$ cat config.mk
export PLATFORM = sky130hd
export DESIGN_NAME = rbm_top
export DESIGN_NICKNAME = d
export VERILOG_FILES = /design/src/pkg/rbm_pkg.sv /design/src/hdl/rbm_boot_loader.sv /design/src/hdl/rbm_top.sv
export VERILOG_INCLUDE_DIRS = /design/src /design/src/pkg
export SDC_FILE = /design/constraint.sdc
export NUM_CORES = 1
export LEC_CHECK = 0
export CORE_UTILIZATION = 55
export CTS_BUF_LIST = sky130_fd_sc_hd__clkbuf_8
export DETAILED_ROUTE_END_ITERATION = 10
export DONT_BUFFER_PORTS = 1
export HOLD_SLACK_MARGIN = 0.1
export PLACE_DENSITY = 0.8
export SETUP_SLACK_MARGIN = 0.5
export SYNTH_ARGS = -nofsm -noshare
export SYNTH_HDL_FRONTEND = slang
export SYNTH_SLANG_ARGS = --single-unit
$ cat constraint.sdc
create_clock -name clk -period 3.7 [get_ports clk]
set_input_delay 0.74 -clock clk [delete_from_list [all_inputs] [get_ports clk]]
set_output_delay 0.74 -clock clk [all_outputs]
set_load 0.05 [all_outputs]
$ cat src/pkg/rbm_regs.svh
// Contract
// RULE1 - Both blocks share one external memory
// RULE2 - Each processor reads its block index bit
// RULE3 - Host holds reset low about 20 ms; the testbench holds it 10 clock cycles
// RULE4 - Straps sampled at reset release set config
// RULE5 - Board ties straps through 10K resistors
// RULE6 - Refresh strap high runs SDRAM init cycles
// RULE7 - DSP engines idle after reset release
// RULE8 - Refresh low: start 0100H, external ROM
// RULE9 - Refresh high: start 0000H, bootstrap ROM
// RULE10 - Bootstrap loads 256 words to 0100H-01FFH
// RULE11 - After load, execution moves to 0100H
// RULE12 - Power-down low floats pins, stops clocks
// RULE13 - Exit power-down: raise pin, then reset
// RULE14 - Byte address bit 27 selects page
// RULE15 - RAM in low page needs bootstrap straps
// RULE16 - Standalone strap table for page types
// RULE17 - Bootstrap strap table for page types
// RULE18 - DRAM access uses RAS/CAS, muxed rows
// RULE19 - SRAM/ROM access uses page selects
// RULE20 - Straps held until next reset
// RULE21 - Boot words stored in arrival order
`ifndef RBM_REGS_SVH
`define RBM_REGS_SVH

`define RBM_ADDR_CTRL      12'h000
`define RBM_ADDR_STATUS    12'h004
`define RBM_CTRL_DSP_RUN   0
`define RBM_CTRL_HPT_LSB   1
`define RBM_CTRL_RESET     3'h0
`define RBM_ST_STRAP_LSB   0
`define RBM_ST_STATE_LSB   3
`define RBM_ST_BOOTDONE    6
`define RBM_ST_SDDONE      7
`define RBM_ST_LOTYPE_LSB  8
`define RBM_ST_HITYPE_LSB  10

`define RBM_HIGH_PAGE_BIT  27
`define RBM_VEC_EXT        16'h0100
`define RBM_VEC_BOOT       16'h0000
`define RBM_BOOT_BASE      16'h0100
`define RBM_BOOT_WORDS     9'h100
`define RBM_ACC_CYC        3'h6
`define RBM_ROW_CYC        3'h3
`define RBM_SDINIT_CYC     8'h10

`endif

$ cat src/pkg/rbm_pkg.sv
package rbm_pkg;
  typedef enum logic [1:0] {
    RBM_MT_ROM   = 2'b00,
    RBM_MT_SRAM  = 2'b01,
    RBM_MT_DRAM  = 2'b10,
    RBM_MT_SDRAM = 2'b11
  } rbm_mem_e;

  typedef enum logic [2:0] {
    RBM_ST_CAPTURE = 3'b000,
    RBM_ST_SDINIT  = 3'b001,
    RBM_ST_BOOT    = 3'b010,
    RBM_ST_RUN     = 3'b011,
    RBM_ST_PDOWN   = 3'b100
  } rbm_state_e;
endpackage : rbm_pkg

$ cat src/hdl/rbm_boot_loader.sv
`timescale 1ns/1ps
`include "rbm_regs.svh"
module rbm_boot_loader import rbm_pkg::*; (
  input  wire logic        clk,
  input  wire logic        rst_n,
  input  wire logic        loadEn,
  input  wire logic        burstValid,
  input  wire logic [15:0] burstData,
  output logic             burstReady,
  output logic             wrReq,
  output logic [27:0]      wrAddr,
  output logic [15:0]      wrData,
  input  wire logic        wrAck,
  output logic             loadDone
);
  logic [8:0]  wordCnt;
  logic [8:0]  next_wordCnt;
  logic        holding;
  logic        next_holding;
  logic [15:0] next_wrData;
  logic [15:0] wordAddr;

  assign loadDone   = (wordCnt == `RBM_BOOT_WORDS);
  assign burstReady = loadEn && !holding && !loadDone;
  assign wrReq      = holding;
  assign wordAddr   = `RBM_BOOT_BASE + {8'h00, wordCnt[7:0]}; // RULE10 RULE21
  assign wrAddr     = {11'h000, wordAddr, 1'b0};

  always_comb begin
    next_wordCnt = wordCnt;
    next_holding = holding;
    next_wrData  = wrData;
    if (burstValid && burstReady) begin // RULE10
      next_holding = 1'b1;
      next_wrData  = burstData;
    end else if (holding && wrAck) begin
      next_holding = 1'b0;
      next_wordCnt = wordCnt + 9'h001; // RULE21
    end
  end

  always_ff @(posedge clk) begin
    if (!rst_n) begin
      wordCnt <= 9'h000;
      holding <= 1'b0;
      wrData  <= 16'h0000;
    end else begin
      wordCnt <= next_wordCnt;
      holding <= next_holding;
      wrData  <= next_wrData;
    end
  end

  a_boot_addr_order: assert property (@(posedge clk) disable iff (!rst_n) // RULE21
    wrAck && wrReq && (wordCnt[7:0] != 8'hff) |=> wrAddr == $past(wrAddr) + 28'h000_0002)
    else $error("Boot word address did not advance by one word");
  a_boot_range: assert property (@(posedge clk) disable iff (!rst_n) // RULE10
    wrReq |-> wrAddr >= 28'h000_0200 && wrAddr <= 28'h000_03fe)
    else $error("Boot write outside 0100H-01FFH");
  a_boot_full_stop: assert property (@(posedge clk) disable iff (!rst_n) // RULE10
    loadDone |-> !burstReady && !wrReq)
    else $error("Loader accepts data after 256 words");
  c_boot_done: cover property (@(posedge clk) disable iff (!rst_n) $rose(loadDone));
endmodule : rbm_boot_loader

$ cat src/hdl/rbm_top.sv
// Our own choices: the APB register port and the register addresses.
`timescale 1ns/1ps
`include "rbm_regs.svh"
module rbm_top import rbm_pkg::*; (
  input  wire logic        clk,
  input  wire logic        rst_n,
  input  wire logic        refreshStrapPin,
  input  wire logic        rowStrobeStrapPin,
  input  wire logic        colStrobeStrapPin,
  input  wire logic        powerDownPin_n,
  input  wire logic        psel,
  input  wire logic        penable,
  input  wire logic        pwrite,
  input  wire logic [11:0] paddr,
  input  wire logic [31:0] pwdata,
  output logic [31:0]      prdata,
  output logic             pready,
  output logic             pslverr,
  input  wire logic        burstValid0,
  input  wire logic [15:0] burstData0,
  output logic             burstReady0,
  input  wire logic        burstValid1,
  input  wire logic [15:0] burstData1,
  output logic             burstReady1,
  input  wire logic        cpuReq0,
  input  wire logic [27:0] cpuAddr0,
  output logic             cpuAck0,
  input  wire logic        cpuReq1,
  input  wire logic [27:0] cpuAddr1,
  output logic             cpuAck1,
  output logic             cpuRun,
  output logic [15:0]      cpuStartAddr,
  output logic             bootRomSel,
  output logic             processorIndexBit0,
  output logic             processorIndexBit1,
  output logic             dspIdle,
  output logic             oscStop,
  output logic [26:0]      memoryAddressPins,
  output logic             lowPageSelect_n,
  output logic             highPageSelect_n,
  output logic             ras_n,
  output logic             cas_n,
  output logic             memWe_n,
  output logic [15:0]      memDataOut,
  output logic             pinOe_n,
  output logic             memDataOe_n
);
  logic [2:0]  strapMeta;
  logic [2:0]  strapSync;
  logic        pdMeta;
  logic        pdSync;
  rbm_state_e  state;
  rbm_state_e  next_state;
  logic [2:0]  strap;
  logic [2:0]  next_strap;
  logic [7:0]  sdCnt;
  logic [7:0]  next_sdCnt;
  logic        bootDone;
  logic        next_bootDone;
  logic        sdDone;
  logic        next_sdDone;
  logic [2:0]  ctrl;
  logic [2:0]  next_ctrl;
  logic [31:0] next_prdata;
  rbm_mem_e    loType;
  rbm_mem_e    hiType;
  logic        accBusy;
  logic        next_accBusy;
  logic [2:0]  accCnt;
  logic [2:0]  next_accCnt;
  logic [1:0]  accOwner;
  logic [1:0]  next_accOwner;
  logic [27:0] accAddr;
  logic [27:0] next_accAddr;
  logic        accWrite;
  logic        next_accWrite;
  logic        lastCpu;
  logic        next_lastCpu;
  logic        accDram;
  logic        colPhase;
  logic        accEnd;
  logic        ldEn;
  logic [1:0]  ldReq;
  logic [1:0]  ldAck;
  logic [1:0]  ldDone;
  logic [27:0] ldAddr0;
  logic [27:0] ldAddr1;
  logic [15:0] ldData0;
  logic [15:0] ldData1;
  logic [11:0] row_col_address;
  logic [26:0] next_memoryAddressPins;
  logic        next_lowSel_n;
  logic        next_highSel_n;
  logic        next_ras_n;
  logic        next_cas_n;
  logic        next_memWe_n;
  logic [15:0] next_memDataOut;
  logic [15:0] next_cpuStartAddr;

  // Strap and power-down pins cross into the clock domain
  always_ff @(posedge clk) begin
    strapMeta <= {refreshStrapPin, rowStrobeStrapPin, colStrobeStrapPin};
    strapSync <= strapMeta;
    pdMeta    <= powerDownPin_n;
    pdSync    <= pdMeta;
  end

  // Page type decode from held straps; high type from ctrl when straps are 011
  always_comb begin
    if (!strap[2]) begin
      loType = RBM_MT_ROM; // RULE16
      case (strap[1:0])
        2'b00:   hiType = RBM_MT_SRAM;
        2'b01:   hiType = RBM_MT_DRAM;
        2'b10:   hiType = RBM_MT_SDRAM;
        default: hiType = rbm_mem_e'(ctrl[`RBM_CTRL_HPT_LSB +: 2]);
      endcase
    end else begin
      hiType = RBM_MT_ROM; // RULE17
      if (strap[1])
        loType = RBM_MT_SDRAM;
      else if (strap[0])
        loType = RBM_MT_DRAM;
      else
        loType = RBM_MT_SRAM;
    end
  end

  // Top-level sequence
  always_comb begin
    next_state    = state;
    next_strap    = strap;
    next_sdCnt    = sdCnt;
    next_bootDone = bootDone;
    next_sdDone   = sdDone;
    case (state)
      RBM_ST_CAPTURE: begin
        next_strap = strapSync; // RULE4 RULE20
        next_state = strapSync[2] ? RBM_ST_SDINIT : RBM_ST_RUN; // RULE8
      end
      RBM_ST_SDINIT: begin
        next_sdCnt = sdCnt + 8'h01; // RULE6
        if (sdCnt == `RBM_SDINIT_CYC - 8'h01) begin
          next_sdDone = 1'b1;
          next_state  = RBM_ST_BOOT; // RULE9
        end
      end
      RBM_ST_BOOT: begin
        if (&ldDone && !accBusy) begin
          next_bootDone = 1'b1;
          next_state    = RBM_ST_RUN; // RULE11
        end
      end
      RBM_ST_RUN:   next_state = RBM_ST_RUN;
      RBM_ST_PDOWN: next_state = RBM_ST_PDOWN; // RULE13
      default:      next_state = RBM_ST_CAPTURE;
    endcase
    if (!pdSync && state != RBM_ST_CAPTURE)
      next_state = RBM_ST_PDOWN; // RULE12
  end

  always_ff @(posedge clk) begin
    if (!rst_n) begin
      state    <= RBM_ST_CAPTURE;
      strap    <= 3'h0;
      sdCnt    <= 8'h00;
      bootDone <= 1'b0;
      sdDone   <= 1'b0;
    end else begin
      state    <= next_state;
      strap    <= next_strap;
      sdCnt    <= next_sdCnt;
      bootDone <= next_bootDone;
      sdDone   <= next_sdDone;
    end
  end

  assign ldEn = (state == RBM_ST_BOOT);

  rbm_boot_loader u_loader0 (
    .clk        (clk),
    .rst_n      (rst_n),
    .loadEn     (ldEn),
    .burstValid (burstValid0),
    .burstData  (burstData0),
    .burstReady (burstReady0),
    .wrReq      (ldReq[0]),
    .wrAddr     (ldAddr0),
    .wrData     (ldData0),
    .wrAck      (ldAck[0]),
    .loadDone   (ldDone[0])
  );

  rbm_boot_loader u_loader1 (
    .clk        (clk),
    .rst_n      (rst_n),
    .loadEn     (ldEn),
    .burstValid (burstValid1),
    .burstData  (burstData1),
    .burstReady (burstReady1),
    .wrReq      (ldReq[1]),
    .wrAddr     (ldAddr1),
    .wrData     (ldData1),
    .wrAck      (ldAck[1]),
    .loadDone   (ldDone[1])
  );

  // Shared memory arbiter: owner 0/1 loaders, 2/3 processors
  assign accEnd   = accBusy && (accCnt == `RBM_ACC_CYC - 3'h1);
  assign ldAck[0] = accEnd && (accOwner == 2'd0);
  assign ldAck[1] = accEnd && (accOwner == 2'd1);
  assign cpuAck0  = accEnd && (accOwner == 2'd2); // RULE1
  assign cpuAck1  = accEnd && (accOwner == 2'd3);

  always_comb begin
    next_accBusy  = accBusy;
    next_accCnt   = accCnt;
    next_accOwner = accOwner;
    next_accAddr  = accAddr;
    next_accWrite = accWrite;
    next_lastCpu  = lastCpu;
    next_memDataOut = memDataOut;
    if (state == RBM_ST_PDOWN) begin
      next_accBusy = 1'b0;
      next_accCnt  = 3'h0;
    end else if (accBusy) begin
      next_accBusy = !accEnd;
      next_accCnt  = accEnd ? 3'h0 : accCnt + 3'h1;
    end else if (state == RBM_ST_BOOT && |ldReq) begin
      next_accBusy    = 1'b1;
      next_accWrite   = 1'b1;
      next_accOwner   = ldReq[0] ? 2'd0 : 2'd1;
      next_accAddr    = ldReq[0] ? ldAddr0 : ldAddr1;
      next_memDataOut = ldReq[0] ? ldData0 : ldData1;
    end else if (state == RBM_ST_RUN && (cpuReq0 || cpuReq1)) begin
      next_accBusy  = 1'b1; // RULE1
      next_accWrite = 1'b0;
      if (cpuReq0 && (!cpuReq1 || lastCpu)) begin
        next_accOwner = 2'd2;
        next_accAddr  = cpuAddr0;
        next_lastCpu  = 1'b0;
      end else begin
        next_accOwner = 2'd3;
        next_accAddr  = cpuAddr1;
        next_lastCpu  = 1'b1;
      end
    end
  end

  always_ff @(posedge clk) begin
    if (!rst_n) begin
      accBusy    <= 1'b0;
      accCnt     <= 3'h0;
      accOwner   <= 2'd0;
      accAddr    <= 28'h000_0000;
      accWrite   <= 1'b0;
      lastCpu    <= 1'b0;
      memDataOut <= 16'h0000;
    end else begin
      accBusy    <= next_accBusy;
      accCnt     <= next_accCnt;
      accOwner   <= next_accOwner;
      accAddr    <= next_accAddr;
      accWrite   <= next_accWrite;
      lastCpu    <= next_lastCpu;
      memDataOut <= next_memDataOut;
    end
  end

  // Pin drive for the current access
  assign accDram  = accAddr[`RBM_HIGH_PAGE_BIT] ? (hiType[1]) : (loType[1]); // RULE14
  assign colPhase = (accCnt >= `RBM_ROW_CYC);
  assign row_col_address      = colPhase ? accAddr[12:1] : accAddr[24:13];

  always_comb begin
    next_memoryAddressPins = 27'h000_0000;
    next_ras_n     = 1'b1;
    next_cas_n     = 1'b1;
    next_lowSel_n  = 1'b1;
    next_highSel_n = 1'b1;
    next_memWe_n   = 1'b1;
    if (state == RBM_ST_SDINIT) begin
      next_ras_n = sdCnt[0]; // RULE6
      next_cas_n = sdCnt[0];
    end else if (accBusy) begin
      if (accDram) begin
        next_ras_n = 1'b0; // RULE18
        next_cas_n = !colPhase;
        next_memoryAddressPins[8:0] = row_col_address[8:0];
        next_memoryAddressPins[18]  = row_col_address[9];
        next_memoryAddressPins[20]  = row_col_address[10];
        next_memoryAddressPins[22]  = row_col_address[11];
      end else begin
        next_memoryAddressPins = accAddr[27:1]; // RULE19
        next_lowSel_n  = accAddr[`RBM_HIGH_PAGE_BIT]; // RULE14 RULE8
        next_highSel_n = !accAddr[`RBM_HIGH_PAGE_BIT];
      end
      next_memWe_n = !(accWrite && colPhase);
    end
    next_cpuStartAddr = (state == RBM_ST_RUN) ? `RBM_VEC_EXT : `RBM_VEC_BOOT; // RULE9 RULE11
  end

  always_ff @(posedge clk) begin
    if (!rst_n) begin
      memoryAddressPins <= 27'h000_0000;
      ras_n             <= 1'b1;
      cas_n             <= 1'b1;
      lowPageSelect_n   <= 1'b1;
      highPageSelect_n  <= 1'b1;
      memWe_n           <= 1'b1;
      pinOe_n           <= 1'b0;
      memDataOe_n       <= 1'b1;
      oscStop           <= 1'b0;
      cpuStartAddr      <= `RBM_VEC_BOOT;
      cpuRun            <= 1'b0;
      bootRomSel        <= 1'b0;
      dspIdle           <= 1'b1;
    end else begin
      memoryAddressPins <= next_memoryAddressPins;
      ras_n             <= next_ras_n;
      cas_n             <= next_cas_n;
      lowPageSelect_n   <= next_lowSel_n;
      highPageSelect_n  <= next_highSel_n;
      memWe_n           <= next_memWe_n;
      pinOe_n           <= (next_state == RBM_ST_PDOWN); // RULE12
      memDataOe_n       <= (next_state == RBM_ST_PDOWN) || !(next_accBusy && next_accWrite);
      oscStop           <= (next_state == RBM_ST_PDOWN); // RULE12
      cpuStartAddr      <= next_cpuStartAddr;
      cpuRun            <= (next_state == RBM_ST_BOOT) || (next_state == RBM_ST_RUN);
      bootRomSel        <= (next_state == RBM_ST_BOOT); // RULE9
      dspIdle           <= !(next_state == RBM_ST_RUN && next_ctrl[`RBM_CTRL_DSP_RUN]); // RULE7
    end
  end

  assign processorIndexBit0 = 1'b0; // RULE2
  assign processorIndexBit1 = 1'b1; // RULE2

  // APB slave, zero wait states
  assign pready  = 1'b1;
  assign pslverr = psel && penable && (paddr != `RBM_ADDR_CTRL) && (paddr != `RBM_ADDR_STATUS);

  always_comb begin
    next_ctrl   = ctrl;
    next_prdata = prdata;
    if (psel && !penable) begin
      next_prdata = 32'h0000_0000;
      if (paddr == `RBM_ADDR_CTRL)
        next_prdata[2:0] = ctrl;
      else if (paddr == `RBM_ADDR_STATUS) begin
        next_prdata[`RBM_ST_STRAP_LSB +: 3] = strap;
        next_prdata[`RBM_ST_STATE_LSB +: 3] = state;
        next_prdata[`RBM_ST_BOOTDONE]       = bootDone;
        next_prdata[`RBM_ST_SDDONE]         = sdDone;
        next_prdata[`RBM_ST_LOTYPE_LSB +: 2] = loType;
        next_prdata[`RBM_ST_HITYPE_LSB +: 2] = hiType;
      end
    end
    if (psel && penable && pwrite && paddr == `RBM_ADDR_CTRL)
      next_ctrl = pwdata[2:0];
  end

  always_ff @(posedge clk) begin
    if (!rst_n) begin
      ctrl   <= `RBM_CTRL_RESET;
      prdata <= 32'h0000_0000;
    end else begin
      ctrl   <= next_ctrl;
      prdata <= next_prdata;
    end
  end

  a_strap_hold: assert property (@(posedge clk) disable iff (!rst_n) // RULE20
    $past(state) != RBM_ST_CAPTURE |-> $stable(strap))
    else $error("Strap configuration changed after capture");
  a_sdinit_entry: assert property (@(posedge clk) disable iff (!rst_n) // RULE6
    state == RBM_ST_SDINIT |-> strap[2])
    else $error("SDRAM init without refresh strap");
  a_boot_vector: assert property (@(posedge clk) disable iff (!rst_n) // RULE9
    state == RBM_ST_BOOT ##1 state == RBM_ST_BOOT |-> cpuStartAddr == 16'h0000 && bootRomSel)
    else $error("Bootstrap vector not 0000H");
  a_run_vector: assert property (@(posedge clk) disable iff (!rst_n) // RULE8
    $past(state) == RBM_ST_RUN && state == RBM_ST_RUN |-> cpuStartAddr == 16'h0100 && cpuRun)
    else $error("Run vector not 0100H");
  a_dsp_idle: assert property (@(posedge clk) disable iff (!rst_n) // RULE7
    state != RBM_ST_RUN |-> dspIdle)
    else $error("DSP left idle outside run state");
  a_pdown_float: assert property (@(posedge clk) disable iff (!rst_n) // RULE12
    state == RBM_ST_PDOWN |-> pinOe_n && memDataOe_n && oscStop)
    else $error("Pins driven during power-down");
  a_dram_sel: assert property (@(posedge clk) disable iff (!rst_n) // RULE18
    !ras_n |-> lowPageSelect_n && highPageSelect_n)
    else $error("Page select active during DRAM cycle");
  a_sram_sel: assert property (@(posedge clk) disable iff (!rst_n) // RULE19
    !lowPageSelect_n || !highPageSelect_n |-> ras_n && cas_n && (lowPageSelect_n != highPageSelect_n))
    else $error("Bad select pattern on SRAM/ROM cycle");
  a_acc_len: assert property (@(posedge clk) disable iff (!rst_n || state == RBM_ST_PDOWN) // RULE1
    $rose(accBusy) |-> accBusy [*6] ##1 !accBusy)
    else $error("Memory access length not six cycles");

  c_boot_run: cover property (@(posedge clk) disable iff (!rst_n)
    state == RBM_ST_BOOT ##1 state == RBM_ST_RUN);
  c_pdown: cover property (@(posedge clk) disable iff (!rst_n) state == RBM_ST_PDOWN);
  c_dram_col: cover property (@(posedge clk) disable iff (!rst_n) !ras_n && !cas_n && accBusy);
  c_both_cpu: cover property (@(posedge clk) disable iff (!rst_n) cpuReq0 && cpuReq1 && cpuAck1);
endmodule : rbm_top

==> results of run 1 <==
## cell families (layout without fill, tap and decap cells)
kind of cell	after synthesis	count (layout)	share of synthesized area (%)
simple gates	286	286	17.7
flops	180	180	47.3
other cells	2	38	0.0986
mux	99	99	13.4
buf+inv	105	58	7.79
compound gates	99	99	8.92
xor+xnor	23	23	2.64
fa+ha+maj	13	13	2.10
## layer usage
| layer | vias to the layer above | global-route usage [%] | part of all wire [%] |
|---|---|---|---|
| li1 | 2617 | - | - |
| met1 | 2461 | 26.1 | 42 |
| met2 | 193 | 34.8 | 48 |
| met3 | 9 | 8.94 | 8.7 |
| met4 | 0 | 6.88 | 1.2 |
| met5 | - | 0 | 0 |
## worst min-delay path by stage
stage                    startpoint              endpoint  slack, ns
2_1_floorplan        pdMeta$_DFF_P_        pdSync$_DFF_P_       0.31
3_3_place_gp   strapMeta[0]$_DFF_P_  strapSync[0]$_DFF_P_       0.31
3_5_place_dp   strapMeta[1]$_DFF_P_  strapSync[1]$_DFF_P_       0.31
4_1_cts           rowStrobeStrapPin  strapMeta[1]$_DFF_P_       0.27
5_1_grt           rowStrobeStrapPin  strapMeta[1]$_DFF_P_       0.26
6_report          rowStrobeStrapPin  strapMeta[1]$_DFF_P_       0.30
## cell usage after synthesis (all sizes together) (7+ instances only)
| cell type | instances |
|---|---|
| o211ai | 11 |
| mux2 | 26 |
| nor3 | 10 |
| mux2i | 73 |
| inv | 16 |
| nand2 | 61 |
| clkbuf | 26 |
| nand4 | 13 |
| a21oi | 28 |
| a22oi | 17 |
| dfxtp | 180 |
| nor2 | 125 |
| and3 | 7 |
| buf | 62 |
| xnor2 | 9 |
| nand3 | 12 |
| a211oi | 21 |
| nand2b | 7 |
| xor2 | 14 |
| ha | 12 |
| and2 | 27 |
## layout by cell type (no fill, tap or decap), types with 4 or more instances in the layout
cell	n
dfxtp_1	180
nor2_1	123
mux2i_1	73
nand2_1	61
conb_1	38
a21oi_1	28
and2_1	27
mux2_2	26
a211oi_1	20
clkbuf_8	18
a22oi_1	17
inv_1	16
xor2_1	14
nand4_1	13
ha_1	12
nand3_1	11
o211ai_1	11
xnor2_1	9
buf_4	9
and3_1	7
nand2b_1	7
nor3_1	6
a22o_1	6
nor4_1	5
o21ai_0	5
or3_1	4
## sequential cells by signal, summed over array words and instances (netlist names), 3 cells and up
name	cells
state	3
u_loader1.wrData	16
prdata	12
memDataOut	16
u_loader0.wrData	16
sdCnt	8
strapMeta	3
accCnt	3
u_loader1.wordCnt	9
ctrl	3
u_loader0.wordCnt	9
strapSync	3
strap	3
memoryAddressPins	27
accAddr	27
## layout make-up
class / count / area share, %
clock buffer: 18 / 3.13
clock inverter: 14 / 1.83
inverter: 17 / 0.821
multi-input combinational: 558 / 45.1
sequential: 180 / 45.5
tap: 176 / 2.78
timing repair buffer: 9 / 0.852
## power groups by stage
| stage | Combinational, mW | Sequential, mW | Clock [mW] |
|---|---|---|---|
| 2_1_floorplan | 0.471 | 2.13 | 0 |
| 3_3_place_gp | 0.443 | 2.17 | 0 |
| 3_5_place_dp | 0.451 | 2.17 | 0 |
| 4_1_cts | 0.452 | 2.13 | 1.33 |
| 5_1_grt | 0.497 | 2.14 | 1.42 |
| 6_report | 0.450 | 2.13 | 1.30 |
==> metrics.cfg, run 1 <==
[final_layout]
final_design_area_excluding_fillers_sq_um=7930
count_of_fill_cells_added_during_filler_insertion=1165
final_core_utilization_pct=59.2
antenna_cells=0
final_layout_size_suffix_gt1_share_pct=10.3
nets_finish=940
layout-area-overhead-vs-synth_pct=4.06
final-instance-count-excl-fill=972
layout.area.seq_sq_um=3600
multi_input_gate_area_in_the_final_layout_sq_um=3580

[global_routing]
grt_pass1_wl_um=24400
globalRouteOverflowTotal=0
grt_max_degree=52
grt_util_all_layers_pct=21.6
antenna_found_initial=0
first_global_vias=4957

[place]
placement.setup.worst_slack_ns=1.31
gp_congestion=0.781
dpl-instance-area_sq_um=7530
buffer_ports.inserted=0
dp.final_hpwl_um=10900
place_inst=940

[power]
power_density_nw_per_um2=489
power_frac_clock_pct=33.5
leakagePower_nw=3.08
comb_power_share_pct=11.6
max-vdd-ir-drop_mv=0.401
seq_power_share_pct=54.9
internal_power_mw=2.72
power_mw=3.87
sw_frac_of_total_pct=29.7
net-switching-power_mw=1.15

[critical_path]
first_element_of_the_critical_path=state[1]$_SDFF_PN0_
worstSetupStartpointType=register
worst_path_dominant_cell_family=simple AND/OR/NAND/NOR gates
critPathSlowestCell=or3b_1
timing.critical_path.to_type=primary output
cp_num_buf_inv=0
rr_endpoint=u_loader0.wordCnt[5]$_SDFFE_PN0P_
worst-endpoint-required_ns=2.96
reg2reg_setup_slack_ns=1.30
crit_type=reg -> out
critical_path_depth=3
critical_path_arrival_ns=2.17
critPathMaxFanout=10
critical_path.max_stage_delay_ns=0.53
reg2reg_depth=5
crit_path_cell_trace=or3b_1 > nor2_1 > and2_1
critical_path.reg2reg.startpoint=accBusy$_SDFF_PN0_
worstSetupEndpoint=burstReady0

[routing]
firstDrtPassIters=5
detail-route-antenna-nets=0
routed-via-count=5280
routed_wirelength_um=15000
drc=0
route.detailed.wl_per_inst_um=15.4
route.detailed.vias_per_inst=5.43
detailedRoute.firstIterationViolations=305

[cts]
cts_tree=done
ctsHoldBuffers=0
clockBufferDepth=2
root_buffer=clkbuf_8
post_cts.resized_instances=0
clkSlewWorstSetupHoldPaths_ns=0.10
cts_setup_buffers=0
total_clock_sinks=180
clk-insertion-delay-late_ns=0.46
h-tree-depth=4
tritoncts.num_buffers=17

[sta]
finalSetupTns_ns=0
fin_crit_ns=2.91
timing.fmax_ghz=0.344
fin_crit_sh_pct=78.7
final_critical_path_setup_slack_ns=0.790
drv_slew=0
whs_ns=0.300
worst_pin_slew_ns=1.11
setup_repair_after_global_routing_missed_its_margin=no
maxSlewHeadroom_pct=25.9
skew_ns=0.0131
timing_hold_violations_final=0
setup_viol=0

[floorplanning]
chipHeight_um=120
initial_core_util_pct=56.8
num_rows=42
chipWidth_um=120
dieArea_sq_um=14300
pin_count=255
fp.coreArea_sq_um=13400

[synthesis]
syn_area_per_cell_sq_um=9.44
synth_top_area_cell=dfxtp_1
asyncSetResetFlopFracSynth_pct=0
cell_area_after_technology_mapping_sq_um=7620
netlist_top_cells_area=dfxtp_1, mux2i_1, nor2_1
ys.flop_type=dfxtp_1
synth_enable_flop_cells=0
netlist_instances=807
number_of_distinct_library_cell_variants_in_the_gate_level_netlist_after_synthesis=54
synthDominantCellAreaShare_pct=47.3
synthesis.yosys.warnings=0
total_of_flip_flops_plus_latches_after_synthesis=180
synth.yosys.seq_area_share_pct=47.3

[run_status]
run_status=complete, no violations

[hold_path]
hold_class=in -> reg
timing.hold.worst_path_depth=0

[job]
max_cap_viols=0

(Power assumes the default switching activity.)
==> run 2, diff against run 1 <==
==> constraint.sdc (replaced) <==
create_clock -name clk -period 3.1 [get_ports clk]
set_input_delay 0.62 -clock clk [delete_from_list [all_inputs] [get_ports clk]]
set_output_delay 0.62 -clock clk [all_outputs]
set_load 0.05 [all_outputs]
==> run 2 against run 1 <==
Critical path depth unchanged. Sequential share of layout area down 0.32 points. Final cell count is 0.31% higher. Via count increased by 0.17%. Total power up 20%. Non-clock buffer count rose by 3. Flip-flop and latch count did not move. Setup slack got worse by 0.12 ns. Register-to-register slack worse by 0.51 ns. Global-route usage is 0.23 points higher. Clock power rose by 22%. Largest power group unchanged. Highest routed layer unchanged.
==> metrics.cfg, run 2 (synthesis results as in run 1) <==
[final_layout]
final-instance-count-excl-fill=975
mostFrequentLayoutCell=dfxtp_1
layout-area-overhead-vs-synth_pct=4.88
nets_finish=943
final_cell_mix=dfxtp_1, nor2_1, mux2i_1
reg_top3=accAddr x27, memoryAddressPins x27
antenna_cells=0
final_layout_size_suffix_gt1_share_pct=11.3
count_of_fill_cells_added_during_filler_insertion=1175
final_core_utilization_pct=59.6
layout.area.seq_sq_um=3610
multi_input_gate_area_in_the_final_layout_sq_um=3590
final_design_area_excluding_fillers_sq_um=7990

[power]
net-switching-power_mw=1.38
power_density_nw_per_um2=584
comb_power_share_pct=11.8
seq_power_share_pct=54.4
leakagePower_nw=3.12
internal_power_mw=3.28
power_frac_clock_pct=33.8
power_mw=4.66
max-vdd-ir-drop_mv=0.451
sw_frac_of_total_pct=29.6

[place]
dp.final_hpwl_um=11000
dpl-instance-area_sq_um=7570
gp_congestion=0.842
place_inst=943
buffer_ports.inserted=0
placement.setup.worst_slack_ns=0.733

[critical_path]
timing.critical_path.to_type=primary output
crit_path_cell_trace=or3b_4 > nor2_1 > and2_4
worstSetupStartpointType=register
critPathSlowestCell=or3b_4
critical_path_arrival_ns=1.81
reg2reg_setup_slack_ns=0.79
crit_type=reg -> out
critPathMaxFanout=10
worst-endpoint-required_ns=2.48
critical_path.max_stage_delay_ns=0.46

[floorplanning]
pin_count=255
chipWidth_um=120
initial_core_util_pct=56.8
fp.coreArea_sq_um=13400
chipHeight_um=120
num_rows=42
dieArea_sq_um=14300

[sta]
skew_ns=0.0114
whs_ns=0.175
drv_slew=0
setup_viol=0
timing_hold_violations_final=0
final_critical_path_setup_slack_ns=0.666
worst_pin_slew_ns=0.936
timing.fmax_ghz=0.411
fin_crit_ns=2.43
setup_repair_after_global_routing_missed_its_margin=no
fin_crit_sh_pct=78.5
finalSetupTns_ns=0
maxSlewHeadroom_pct=37.5

[cts]
clk-insertion-delay-late_ns=0.46
clkSlewWorstSetupHoldPaths_ns=0.09
clockBufferDepth=2
tritoncts.num_buffers=17
cts_setup_buffers=0
ctsHoldBuffers=0
cts_tree=done
root_buffer=clkbuf_8
total_clock_sinks=180
h-tree-depth=4

[global_routing]
globalRouteOverflowTotal=0
grt_util_all_layers_pct=21.8
antenna_found_initial=0
first_global_vias=4969
grt_pass1_wl_um=24400
grt_max_degree=47

[routing]
detailedRoute.firstIterationViolations=275
routed-via-count=5289
detail-route-antenna-nets=0
firstDrtPassIters=6
routed_wirelength_um=15200
drc=0
route.detailed.wl_per_inst_um=15.6
route.detailed.vias_per_inst=5.42

[hold_path]
hold_class=in -> reg

[job]
max_cap_viols=0

[run_status]
run_status=complete, no violations

-- run 2: cell count changes in the layout (fill, tap and decap cells not counted), moves of 2 or more --
cell | before | now
and2_1 | 27 | 25
and2_4 | 0 | 2
buf_4 | 9 | 11
dfxtp_1 | 180 | 178
dfxtp_2 | 0 | 2
-- run 2: path summary, 6_finish.rpt --
| kind | start | to | cells past startpoint |
|---|---|---|---|
| hold reg to reg | strapMeta[1]$_DFF_P_ | strapSync[1]$_DFF_P_ | 0 |
| setup / recovery | state[1]$_SDFF_PN0_ | burstReady0 | 3 |
| setup reg to reg | strap[1]$_SDFFE_PN0N_ | memoryAddressPins[8]$_SDFF_PP0_ | 7 |
| hold / removal | powerDownPin_n | pdMeta$_DFF_P_ | 0 |
-- run 2: power groups by stage --
stage | logic [mW] | registers (mW) | clock network, mW
2_1_floorplan | 0.562 | 2.54 | 0
3_3_place_gp | 0.531 | 2.59 | 0
3_5_place_dp | 0.543 | 2.59 | 0
4_1_cts | 0.550 | 2.54 | 1.62
5_1_grt | 0.604 | 2.55 | 1.72
6_report | 0.549 | 2.54 | 1.58
-- run 2: cell type report --
type,instances,area share [%]
Clock buffer,19,3.27
Clock inverter,13,1.80
Inverter,17,0.814
Multi-Input combinational cell,558,44.9
Sequential cell,180,45.1
Tap cell,176,2.76
Timing Repair Buffer,12,1.28
-- run 2: repair_timing --
item / CTS / global route
resized for setup: 5 / 3
endpoints found under the setup margin: 2 / 5
pin swaps: 0 / 0
-- run 2: routing by layer --
layer	vias to the layer above	track usage, %	share of wire, %
li1	2631	-	-
met1	2448	26.2	42
met2	197	35.4	48
met3	13	9.03	8.8
met4	0	6.88	1.2
met5	-	0	0
-- run 2: worst max-delay path, delay by kind of cell, from the launching register on --
family / cells / cell delay (ns)
and+or+nand+nor: 3 / 0.93
DFF: 1 / 0.42
